--- src/include/scsi_irq_pkg.sv ---
// constants for the bus-controller interrupt logic
package scsi_irq_pkg;
	// register indices; each register is one aligned word, so its byte address is four times this
	localparam int IDX_ID_SELECT = 0;
	localparam int IDX_INIT_CMD  = 1;
	localparam int IDX_MODE      = 2;
	localparam int IDX_TGT_CMD   = 3;
	localparam int IDX_CTRL_VIEW = 4;
	localparam int IDX_DMA_STAT  = 5;
	localparam int IDX_IRQ_CLEAR = 7;
	// register byte addresses on the axi4-lite bus
	localparam logic [7:0] OFF_MODE      = 8'(IDX_MODE * 4);
	localparam logic [7:0] OFF_INIT_CMD  = 8'(IDX_INIT_CMD * 4);
	localparam logic [7:0] OFF_TGT_CMD   = 8'(IDX_TGT_CMD * 4);
	localparam logic [7:0] OFF_ID_SELECT = 8'(IDX_ID_SELECT * 4);
	localparam logic [7:0] OFF_CTRL_VIEW = 8'(IDX_CTRL_VIEW * 4);
	localparam logic [7:0] OFF_DMA_STAT  = 8'(IDX_DMA_STAT * 4);
	localparam logic [7:0] OFF_IRQ_CLEAR = 8'(IDX_IRQ_CLEAR * 4);
	// mode register fields
	localparam int MODE_DMA     = 1;
	localparam int MODE_MON_BSY = 2;
	localparam int MODE_EOD_EN  = 3;
	localparam int MODE_PAR_EN  = 5;
	localparam int MODE_TGT     = 6;
	// initiator command fields
	localparam int ICMD_TEST    = 6;
	localparam int ICMD_RST     = 7;
	// status view fields
	localparam int STAT_EOD     = 7;
	localparam int STAT_PARERR  = 5;
	localparam int STAT_IRQ     = 4;
	localparam int STAT_PHASE   = 3;
	localparam int STAT_BSYERR  = 2;
	localparam int VIEW_RST     = 7;
	// reset values
	localparam logic [7:0] MODE_RST  = 8'h00;
	localparam logic [7:0] ICMD_RST_V = 8'h00;
	localparam logic [7:0] TCMD_RST  = 8'h00;
	localparam logic [7:0] IDSEL_RST = 8'h00;
	// bus settle delay and minimum end of process time
	localparam int CLK_MHZ     = 250;
	localparam int SETTLE_NS   = 400;
	localparam int SETTLE_CYC  = (SETTLE_NS * CLK_MHZ + 999) / 1000;
	localparam int EOP_MIN_CYC = 2;
endpackage

--- src/verilog/scsi_interrupt_logic.sv ---
// interrupt causes, status views and axi4-lite registers of the bus controller
`timescale 1ns/100ps
`default_nettype none
// Function
// RULE1: interrupt output follows latch; enable dropped while test bit set
// RULE2: reading clear register clears request latch and error latches
// RULE3: six interrupt causes, most with enables
// RULE4: bus reset rising edge always interrupts, own or foreign drive
// RULE5: live reset line shown unlatched in control view bit 7
// RULE6: software infers bus reset when no other cause shows
// RULE7: selection needs select, id match, busy false one settle delay
// RULE8: software treats selection with io asserted as reselection
// RULE9: selection interrupt suppressed when identity_select_register is zero
// RULE10: loss of busy after busy inactive one settle delay
// RULE11: busy monitor off blocks loss of busy interrupt and latch
// RULE12: phase mismatch interrupt when dma mode, req, phase differs
// RULE13: phase match status bit is a continuous comparison
// RULE14: during mismatch ignore req and disable data drivers
// RULE15: phase mismatch unmaskable but only in dma mode
// RULE16: in dma mode parity checked on ack as target, req as initiator
// RULE17: parity latch set only with parity check enabled
// RULE18: end of process valid with dma ack and a strobe, min time
// RULE19: end of process outside strobes ignored
// RULE20: end of transfer latch set in dma mode, interrupts if enabled
// RULE21: end of transfer enable masks only the interrupt
// RULE22: end of transfer latch cleared only by clearing dma mode
// RULE23: clear read clears status bits 5, 4 and 2
// RULE24: busy error disables bus pins, clears dma mode, command bits 0-5
// RULE25: request latch set on first cause, held until clear read
module scsi_interrupt_logic #(
	parameter int SETTLE_CYC  = scsi_irq_pkg::SETTLE_CYC,
	parameter int EOP_MIN_CYC = scsi_irq_pkg::EOP_MIN_CYC
) (
	input  wire logic        core_clk_i,
	input  wire logic        arst_n_i,
	input  wire logic        s_axi_awvalid,
	output logic             s_axi_awready,
	input  wire logic [7:0]  s_axi_awaddr,
	input  wire logic        s_axi_wvalid,
	output logic             s_axi_wready,
	input  wire logic [31:0] s_axi_wdata,
	input  wire logic [3:0]  s_axi_wstrb,
	output logic             s_axi_bvalid,
	input  wire logic        s_axi_bready,
	output logic [1:0]       s_axi_bresp,
	input  wire logic        s_axi_arvalid,
	output logic             s_axi_arready,
	input  wire logic [7:0]  s_axi_araddr,
	output logic             s_axi_rvalid,
	input  wire logic        s_axi_rready,
	output logic [31:0]      s_axi_rdata,
	output logic [1:0]       s_axi_rresp,
	input  wire logic        rst_line_i,
	input  wire logic        bsy_line_i,
	input  wire logic        req_line_i,
	input  wire logic        ack_line_i,
	input  wire logic        sel_line_i,
	input  wire logic        atn_line_i,
	input  wire logic        msg_line_i,
	input  wire logic        cd_line_i,
	input  wire logic        io_line_i,
	input  wire logic [7:0]  data_line_i,
	input  wire logic        parity_line_i,
	input  wire logic        end_of_process_in_i,
	input  wire logic        dma_ack_in_i,
	input  wire logic        io_read_strobe_i,
	input  wire logic        io_write_strobe_i,
	output logic             irq_o,
	output logic             irq_oe_o,
	output logic             rst_drive_o,
	output logic             bus_pins_en_o,
	output logic             data_drive_en_o,
	output logic             req_accept_o
);
	// both counters are eight bits wide
	if (SETTLE_CYC < 1 || SETTLE_CYC > 255
		|| EOP_MIN_CYC < 1 || EOP_MIN_CYC > 255) begin : g_bad_timing
		$error("scsi_interrupt_logic: timing count out of range");
	end

	logic [7:0] mode_reg;
	logic [7:0] icmd_reg;
	logic [7:0] tcmd_reg;
	logic [7:0] idsel_reg;
	logic       irq_reg;
	logic       par_err_reg;
	logic       bsy_err_reg;
	logic       eod_reg;
	logic       rst_prev_reg;
	logic       sel_prev_reg;
	logic [7:0] bsy_cnt_reg;
	logic [7:0] eop_cnt_reg;
	logic       bus_en_reg;

	// ---------------- axi4-lite slave ----------------
	logic aw_held_reg;
	logic w_held_reg;
	logic [7:0] aw_addr_reg;
	logic [31:0] w_data_reg;
	logic [3:0] w_strb_reg;
	logic wr_fire;
	logic rd_fire;
	logic clr_read;
	logic [7:0] rd_byte;

	assign s_axi_awready = !aw_held_reg && !s_axi_bvalid;
	assign s_axi_wready  = !w_held_reg && !s_axi_bvalid;
	assign wr_fire       = aw_held_reg && w_held_reg && !s_axi_bvalid;
	assign s_axi_arready = !s_axi_rvalid;
	assign rd_fire       = s_axi_arvalid && s_axi_arready;
	assign clr_read      = rd_fire && s_axi_araddr == scsi_irq_pkg::OFF_IRQ_CLEAR;

	always_ff @(posedge core_clk_i or negedge arst_n_i) begin
		if (!arst_n_i) begin
			aw_held_reg  <= 1'b0;
			w_held_reg   <= 1'b0;
			aw_addr_reg  <= 8'h00;
			w_data_reg   <= 32'h0000_0000;
			w_strb_reg   <= 4'h0;
			s_axi_bvalid <= 1'b0;
			s_axi_bresp  <= 2'b00;
		end else begin
			if (s_axi_awvalid && s_axi_awready) begin
				aw_held_reg <= 1'b1;
				aw_addr_reg <= s_axi_awaddr;
			end
			if (s_axi_wvalid && s_axi_wready) begin
				w_held_reg <= 1'b1;
				w_data_reg <= s_axi_wdata;
				w_strb_reg <= s_axi_wstrb;
			end
			if (wr_fire) begin
				aw_held_reg  <= 1'b0;
				w_held_reg   <= 1'b0;
				s_axi_bvalid <= 1'b1;
				case (aw_addr_reg)
					scsi_irq_pkg::OFF_MODE, scsi_irq_pkg::OFF_INIT_CMD,
					scsi_irq_pkg::OFF_TGT_CMD, scsi_irq_pkg::OFF_ID_SELECT:
						s_axi_bresp <= 2'b00;
					default: s_axi_bresp <= 2'b10;
				endcase
			end else if (s_axi_bvalid && s_axi_bready) begin
				s_axi_bvalid <= 1'b0;
			end
		end
	end

	logic wr_lane0;
	assign wr_lane0 = wr_fire && w_strb_reg[0];

	// ---------------- status views ----------------
	logic phase_match;
	// continuous compare, not gated by dma mode or req
	assign phase_match = {msg_line_i, cd_line_i, io_line_i} == tcmd_reg[2:0]; // [RULE13]

	always_comb begin
		rd_byte = 8'h00;
		case (s_axi_araddr)
			scsi_irq_pkg::OFF_MODE:      rd_byte = mode_reg;
			scsi_irq_pkg::OFF_INIT_CMD:  rd_byte = icmd_reg;
			scsi_irq_pkg::OFF_TGT_CMD:   rd_byte = tcmd_reg;
			scsi_irq_pkg::OFF_ID_SELECT: rd_byte = idsel_reg;
			// live lines, unlatched
			scsi_irq_pkg::OFF_CTRL_VIEW: rd_byte = {rst_line_i, bsy_line_i, req_line_i,
				msg_line_i, cd_line_i, io_line_i, sel_line_i, parity_line_i}; // [RULE5]
			scsi_irq_pkg::OFF_DMA_STAT:  rd_byte = {eod_reg, 1'b0, par_err_reg, irq_reg,
				phase_match, bsy_err_reg, atn_line_i, ack_line_i};
			default:                     rd_byte = 8'h00;
		endcase
	end

	always_ff @(posedge core_clk_i or negedge arst_n_i) begin
		if (!arst_n_i) begin
			s_axi_rvalid <= 1'b0;
			s_axi_rdata  <= 32'h0000_0000;
			s_axi_rresp  <= 2'b00;
		end else if (rd_fire) begin
			s_axi_rvalid <= 1'b1;
			s_axi_rdata  <= {24'h00_0000, rd_byte};
			case (s_axi_araddr)
				scsi_irq_pkg::OFF_MODE, scsi_irq_pkg::OFF_INIT_CMD,
				scsi_irq_pkg::OFF_TGT_CMD, scsi_irq_pkg::OFF_ID_SELECT,
				scsi_irq_pkg::OFF_CTRL_VIEW, scsi_irq_pkg::OFF_DMA_STAT,
				scsi_irq_pkg::OFF_IRQ_CLEAR: s_axi_rresp <= 2'b00;
				default:                     s_axi_rresp <= 2'b10;
			endcase
		end else if (s_axi_rvalid && s_axi_rready) begin
			s_axi_rvalid <= 1'b0;
		end
	end

	// ---------------- cause detection ----------------
	logic bsy_settled;
	logic bsy_err_set;
	logic rst_edge;
	logic sel_cause;
	logic sel_cond;
	logic phase_cause;
	logic par_fault;
	logic par_cause;
	logic eop_valid;
	logic eod_set;
	logic any_cause;

	// counts cycles with busy inactive, saturating at the settle delay
	always_ff @(posedge core_clk_i or negedge arst_n_i) begin
		if (!arst_n_i)
			bsy_cnt_reg <= 8'h00;
		else if (bsy_line_i)
			bsy_cnt_reg <= 8'h00;
		else if (bsy_cnt_reg < 8'(SETTLE_CYC))
			bsy_cnt_reg <= bsy_cnt_reg + 8'h01;
	end
	assign bsy_settled = bsy_cnt_reg == 8'(SETTLE_CYC);

	// one-shot on the cycle the settle count completes
	logic bsy_settled_prev_reg;
	always_ff @(posedge core_clk_i or negedge arst_n_i) begin
		if (!arst_n_i)
			bsy_settled_prev_reg <= 1'b0;
		else
			bsy_settled_prev_reg <= bsy_settled;
	end
	assign bsy_err_set = bsy_settled && !bsy_settled_prev_reg
		&& mode_reg[scsi_irq_pkg::MODE_MON_BSY]; // [RULE10] [RULE11]

	always_ff @(posedge core_clk_i or negedge arst_n_i) begin
		if (!arst_n_i) begin
			rst_prev_reg <= 1'b0;
			sel_prev_reg <= 1'b0;
		end else begin
			rst_prev_reg <= rst_line_i;
			sel_prev_reg <= sel_cond;
		end
	end
	// line level includes our own drive, so self-asserted reset interrupts too
	assign rst_edge = rst_line_i && !rst_prev_reg; // [RULE4]

	// empty identity_select_register means no match, so the cause is suppressed
	assign sel_cond  = sel_line_i && |(data_line_i & idsel_reg) && bsy_settled; // [RULE7] [RULE9]
	assign sel_cause = sel_cond && !sel_prev_reg;

	assign phase_cause = mode_reg[scsi_irq_pkg::MODE_DMA] && req_line_i && !phase_match; // [RULE12] [RULE15]

	// odd parity across data plus parity bit; target samples on ack, initiator on req
	assign par_fault = mode_reg[scsi_irq_pkg::MODE_DMA]
		&& (mode_reg[scsi_irq_pkg::MODE_TGT] ? ack_line_i : req_line_i)
		&& !(^{data_line_i, parity_line_i}); // [RULE16]
	assign par_cause = par_fault && mode_reg[scsi_irq_pkg::MODE_PAR_EN]; // [RULE17]

	// qualified end of process must hold for the minimum time inside a strobe
	always_ff @(posedge core_clk_i or negedge arst_n_i) begin
		if (!arst_n_i)
			eop_cnt_reg <= 8'h00;
		else if (!(end_of_process_in_i && dma_ack_in_i
			&& (io_read_strobe_i || io_write_strobe_i))) // [RULE19]
			eop_cnt_reg <= 8'h00;
		else if (eop_cnt_reg < 8'(EOP_MIN_CYC))
			eop_cnt_reg <= eop_cnt_reg + 8'h01;
	end
	assign eop_valid = eop_cnt_reg == 8'(EOP_MIN_CYC - 1) && end_of_process_in_i
		&& dma_ack_in_i && (io_read_strobe_i || io_write_strobe_i); // [RULE18]
	assign eod_set = eop_valid && mode_reg[scsi_irq_pkg::MODE_DMA]; // [RULE20]

	// six causes; reset and phase mismatch have no enable
	assign any_cause = rst_edge || sel_cause || bsy_err_set || phase_cause || par_cause
		|| (eod_set && mode_reg[scsi_irq_pkg::MODE_EOD_EN]); // [RULE3] [RULE21]

	// ---------------- latches ----------------
	// set beats the clearing read in the same cycle
	always_ff @(posedge core_clk_i or negedge arst_n_i) begin
		if (!arst_n_i)
			irq_reg <= 1'b0;
		else if (any_cause)
			irq_reg <= 1'b1; // [RULE25]
		else if (clr_read)
			irq_reg <= 1'b0; // [RULE2]
	end

	always_ff @(posedge core_clk_i or negedge arst_n_i) begin
		if (!arst_n_i) begin
			par_err_reg <= 1'b0;
			bsy_err_reg <= 1'b0;
		end else begin
			if (par_cause)
				par_err_reg <= 1'b1;
			else if (clr_read)
				par_err_reg <= 1'b0; // [RULE23]
			if (bsy_err_set)
				bsy_err_reg <= 1'b1;
			else if (clr_read)
				bsy_err_reg <= 1'b0; // [RULE23]
		end
	end

	// only dropping dma mode clears it; the clearing read does not
	always_ff @(posedge core_clk_i or negedge arst_n_i) begin
		if (!arst_n_i)
			eod_reg <= 1'b0;
		else if (!mode_reg[scsi_irq_pkg::MODE_DMA])
			eod_reg <= 1'b0; // [RULE22]
		else if (eod_set)
			eod_reg <= 1'b1;
	end

	// ---------------- control registers ----------------
	always_ff @(posedge core_clk_i or negedge arst_n_i) begin
		if (!arst_n_i) begin
			mode_reg  <= scsi_irq_pkg::MODE_RST;
			icmd_reg  <= scsi_irq_pkg::ICMD_RST_V;
			tcmd_reg  <= scsi_irq_pkg::TCMD_RST;
			idsel_reg <= scsi_irq_pkg::IDSEL_RST;
		end else begin
			if (wr_lane0 && aw_addr_reg == scsi_irq_pkg::OFF_MODE)
				mode_reg <= w_data_reg[7:0];
			if (wr_lane0 && aw_addr_reg == scsi_irq_pkg::OFF_INIT_CMD)
				icmd_reg <= w_data_reg[7:0];
			if (wr_lane0 && aw_addr_reg == scsi_irq_pkg::OFF_TGT_CMD)
				tcmd_reg <= w_data_reg[7:0];
			if (wr_lane0 && aw_addr_reg == scsi_irq_pkg::OFF_ID_SELECT)
				idsel_reg <= w_data_reg[7:0];
			// busy error wins over a simultaneous software write
			if (bsy_err_set) begin
				mode_reg[scsi_irq_pkg::MODE_DMA] <= 1'b0; // [RULE24]
				icmd_reg[5:0] <= 6'h00; // [RULE24]
			end
		end
	end

	// pins stay disabled after a busy error until software writes the initiator command register
	always_ff @(posedge core_clk_i or negedge arst_n_i) begin
		if (!arst_n_i)
			bus_en_reg <= 1'b1;
		else if (bsy_err_set)
			bus_en_reg <= 1'b0; // [RULE24]
		else if (wr_lane0 && aw_addr_reg == scsi_irq_pkg::OFF_INIT_CMD)
			bus_en_reg <= 1'b1;
	end

	// ---------------- outputs ----------------
	assign irq_o           = irq_reg; // [RULE1]
	assign irq_oe_o        = !icmd_reg[scsi_irq_pkg::ICMD_TEST]; // [RULE1]
	assign rst_drive_o     = icmd_reg[scsi_irq_pkg::ICMD_RST];
	assign bus_pins_en_o   = bus_en_reg;
	assign data_drive_en_o = bus_en_reg && phase_match; // [RULE14]
	assign req_accept_o    = req_line_i && phase_match; // [RULE14]
endmodule
`default_nettype wire

--- config.mk ---
export PLATFORM = sky130hd
export DESIGN_NAME = scsi_interrupt_logic
export DESIGN_NICKNAME = d
export VERILOG_FILES = /design/src/include/scsi_irq_pkg.sv /design/src/verilog/scsi_interrupt_logic.sv
export SDC_FILE = /design/constraint.sdc
export NUM_CORES = 1
export LEC_CHECK = 0
export ABC_AREA = 1
export BUFFER_PORTS_ARGS = -buffer_cell sky130_fd_sc_hd__buf_2
export CORE_AREA = 2 2 69 136
export CTS_BUF_LIST = sky130_fd_sc_hd__clkbuf_8
export DETAILED_ROUTE_END_ITERATION = 10
export DIE_AREA = 0 0 71 138
export PLACE_DENSITY_LB_ADDON = 0.2
export SLEW_MARGIN = 10
export SYNTH_ARGS = -nofsm -noshare
export SYNTH_HDL_FRONTEND = slang
export SYNTH_SLANG_ARGS = --single-unit
--- constraint.sdc ---
create_clock -name core_clk_i -period 1.74 [get_ports core_clk_i]
set_input_delay 0.087 -clock core_clk_i [delete_from_list [all_inputs] [get_ports core_clk_i]]
set_output_delay 0.087 -clock core_clk_i [all_outputs]
set_load 0.05 [all_outputs]
==> run_results.csv <==
group,metric,value,unit
min_path,min_from,"s_axi_wstrb[0]",
yosys,muxShareOfSynthArea,1.44,%
yosys,synth.yosys.seq_area_share,46.3,%
placement,dpl_cell_area,5090,µm²
clock_network,post_cts_buffers,0,
status,status,"complete, no violations",
timing,fin_crit_sh,94.1,%
worst_setup_path,path_class,"reg2out",
clock_network,cts_buffer_depth,2,
clock_network,cts_made_buffers,9,
die,core_area,8890,µm²
yosys,synth-main-ff-cell,"dfrtp_1",
yosys,synthSimpleGateAreaFrac,29.7,%
placement,dp.cells,739,
die,start_util,52.9,%
finish,layout_common_cells,"nand2_1 (153), dfrtp_1 (85), buf_2 (73), nor2_1 (62), inv_1 (55)",
worst_setup_path,worst_path_most_repeated_cell,"nand2_1",
flow_run,cap_violations,0,
timing,setup_viol,0,
placement,preCtsSetupSlack,0.165,ns
route,postRouteAntennaNets,0,
clock_network,insertion_delay,0.35,ns
die,rows,49,
worst_setup_path,start_kind,"flip-flop",
worst_setup_path,arrival,1.55,ns
timing,fin_skew,0.00758,ns
yosys,synth_fa_ha_area_share,1.06,%
worst_setup_path,crit_fanout,4,
die,die_height,138,µm
timing,layout_min_cycle_time,1.64,ns
route,wl_per_cell,14.1,µm
route,viasPerCell,5.05,
yosys,synth_area,4700,µm²
yosys,syn_inst,568,
yosys,syn_area_per_cell,8.28,µm²
timing,fin_ws,0.102,ns
worst_setup_path,worstPathCellList,"inv_1 > nand2_1 > nand2_1 > nand3_1 > nor2_1 > buf_2",
route,via_count,3914,
global_route,grt_pass1_vias,3897,
route,first_pass_iters,6,
worst_setup_path,slowest_stage,"dfrtp_1",
finish,mostFrequentLayoutCell,"nand2_1",
yosys,synth-compound-area-share,9.74,%
clock_network,clkSlewWorstSetupHoldPaths,0.08,ns
placement,gp_congestion,0.879,
finish,area_growth,16.3,%
placement,dp_hpwl,8560,µm
power,p_leak,0.00290,µW
power,power_density,1180,nW/µm²
die,ioPinCount,128,
global_route,grt_pass1_wl,18000,µm
global_route,antenna_found_initial,0,
yosys,async_reset_ff_share,100,%
finish,n_antenna_cell,0,
placement,io_buffer_count,74,
finish,nFillCells,796,
power,vdd_drop_max,0.905,mV
global_route,track_usage,23.3,%
finish,layout-drive-gt1-share,23.9,%
global_route,grt_start_max_net_pins,44,
yosys,yosysUniqueCellTypes,38,
worst_setup_path,crit_path_start,"tcmd_reg[1]",
global_route,gr-total-overflow,0,
yosys,ys_ff_latch,87,
die,die_x,71,µm
yosys,synth_top_family_by_area,"simple AND/OR/NAND/NOR gates",
timing,rsz0062_at_grt,"false",
timing,final_max_slew_viol_count,0,
finish,fin_nets,754,
route,drt-initial-drc-count,197,
yosys,yosysWarnings,0,
clock_network,cts_max_level,3,
yosys,synth_edf_count,0,
clock_network,cts_tree,"done",
timing,slew_headroom,60.8,%
worst_setup_path,end_kind,"primary output",
route,drc,0,
timing,finalSetupTns,0,ns
worst_setup_path,worstPathRequired,1.65,ns
finish,fin_cells,775,
timing,hold_viol,0,
worst_setup_path,cp_slowest_stage_delay,0.44,ns
timing,worst-slew-pin-transition,0.587,ns
yosys,synthXorXnorAreaFrac,0.932,%
worst_setup_path,regToRegStartpoint,"s_axi_bvalid",
clock_network,numClockSinks,87,
clock_network,cts-root-buf,"clkbuf_8",
finish,fin_area,5470,µm²
min_path,holdCritPathClass,"in2reg",
die,die_area,9800,µm²
timing,fmax,611,MHz
route,drt_wl_total,11000,µm
[layout make-up]
class | instances | area, µm² | area share [%]
clock buffers | 10 | 138 | 2.52
inverters | 60 | 229 | 4.19
clock inverters | 5 | 26.3 | 0.480
flip-flops and latches | 87 | 2180 | 39.9
multi-input cells | 411 | 2140 | 39.1
repair buffers | 100 | 633 | 11.6
well taps | 102 | 128 | 2.33
[cell families after synthesis]
kind of cell | after synthesis
AO/OA/AOI/OAI | 71
XOR/XNOR | 5
adder cells (fa/ha/maj) | 4
buffers and inverters | 95
flip-flops | 87
multiplexers | 6
other | 1
AND/OR/NAND/NOR | 299
[power by group]
group          internal, µW  switching [µW]
clock                   537             682
combinational           684            1570
sequential             2560             438
[metal layers]
layer | routed length [µm] | vias up | part of all wire, % | track usage (%)
li1 | - | 1957 | - | -
met1 | 3890 | 1824 | 35 | 23.5
met2 | 6130 | 106 | 56 | 43.5
met3 | 361 | 27 | 3.3 | 3.35
met4 | 582 | 0 | 5.3 | 14.0
met5 | 0 | - | 0 | 0
[critical path, delay by kind of cell, from the launching register on]
| family | cells | cell delay, ns |
|---|---|---|
| and+or+nand+nor | 4 | 0.41 |
| buffers and inverters | 2 | 0.36 |
| DFF | 1 | 0.44 |
[per-stage QoR]
step	power, µW	hold WS (ns)	utilization, %
floorplan	4690	-0.209	-
global placement	5180	0.0650	57.2
detailed placement	5260	0.0648	57.2
CTS	6520	0.00720	61.4
global route	6850	0.00293	61.5
finish	6470	0.00911	61.5
[cell usage after synthesis, types with 2 or more instances]
cell type	instances	share of area [%]
nand2_2	5	0.67
nand3_1	46	4.9
mux2_2	6	1.4
nor2_8	2	0.85
buf_6	6	1.4
nand2_1	153	12
xnor2_1	2	0.37
buf_2	3	0.32
ha_1	4	1.1
nor3_1	3	0.32
a21oi_1	28	3.0
inv_1	55	4.4
nor2_1	64	5.1
buf_4	26	4.2
nor2_2	3	0.40
nor2_4	5	1.2
nand3_2	5	1.1
xor2_1	3	0.56
nand4_1	3	0.40
nand4_4	2	0.90
dfrtp_1	86	46
o21ai_2	25	4.7
inv_2	5	0.40
o21ai_0	14	1.5
[final timing paths]
path / endpoint / slack [ns] / depth (start not counted)
min reg2reg: bsy_err_reg / 0.48 / 2
max: data_drive_en_o / 0.10 / 6
max reg2reg: icmd_reg[1] / 0.20 / 7
min in group asynchronous: s_axi_rdata[0] / 0.22 / 2
min: w_strb_reg[0] / 0.009 / 3
max in group asynchronous: bus_pins_en_o / 0.88 / 3
[timing repair]
action / 4_1_cts / 5_1_grt
gates resized for setup: 0 / 1
hold buffers: 21 / 0
setup endpoints to repair: 0 / 4
endpoints found under the hold margin: 53 / 0
Note: power is estimated with default switching activity, not from simulation.
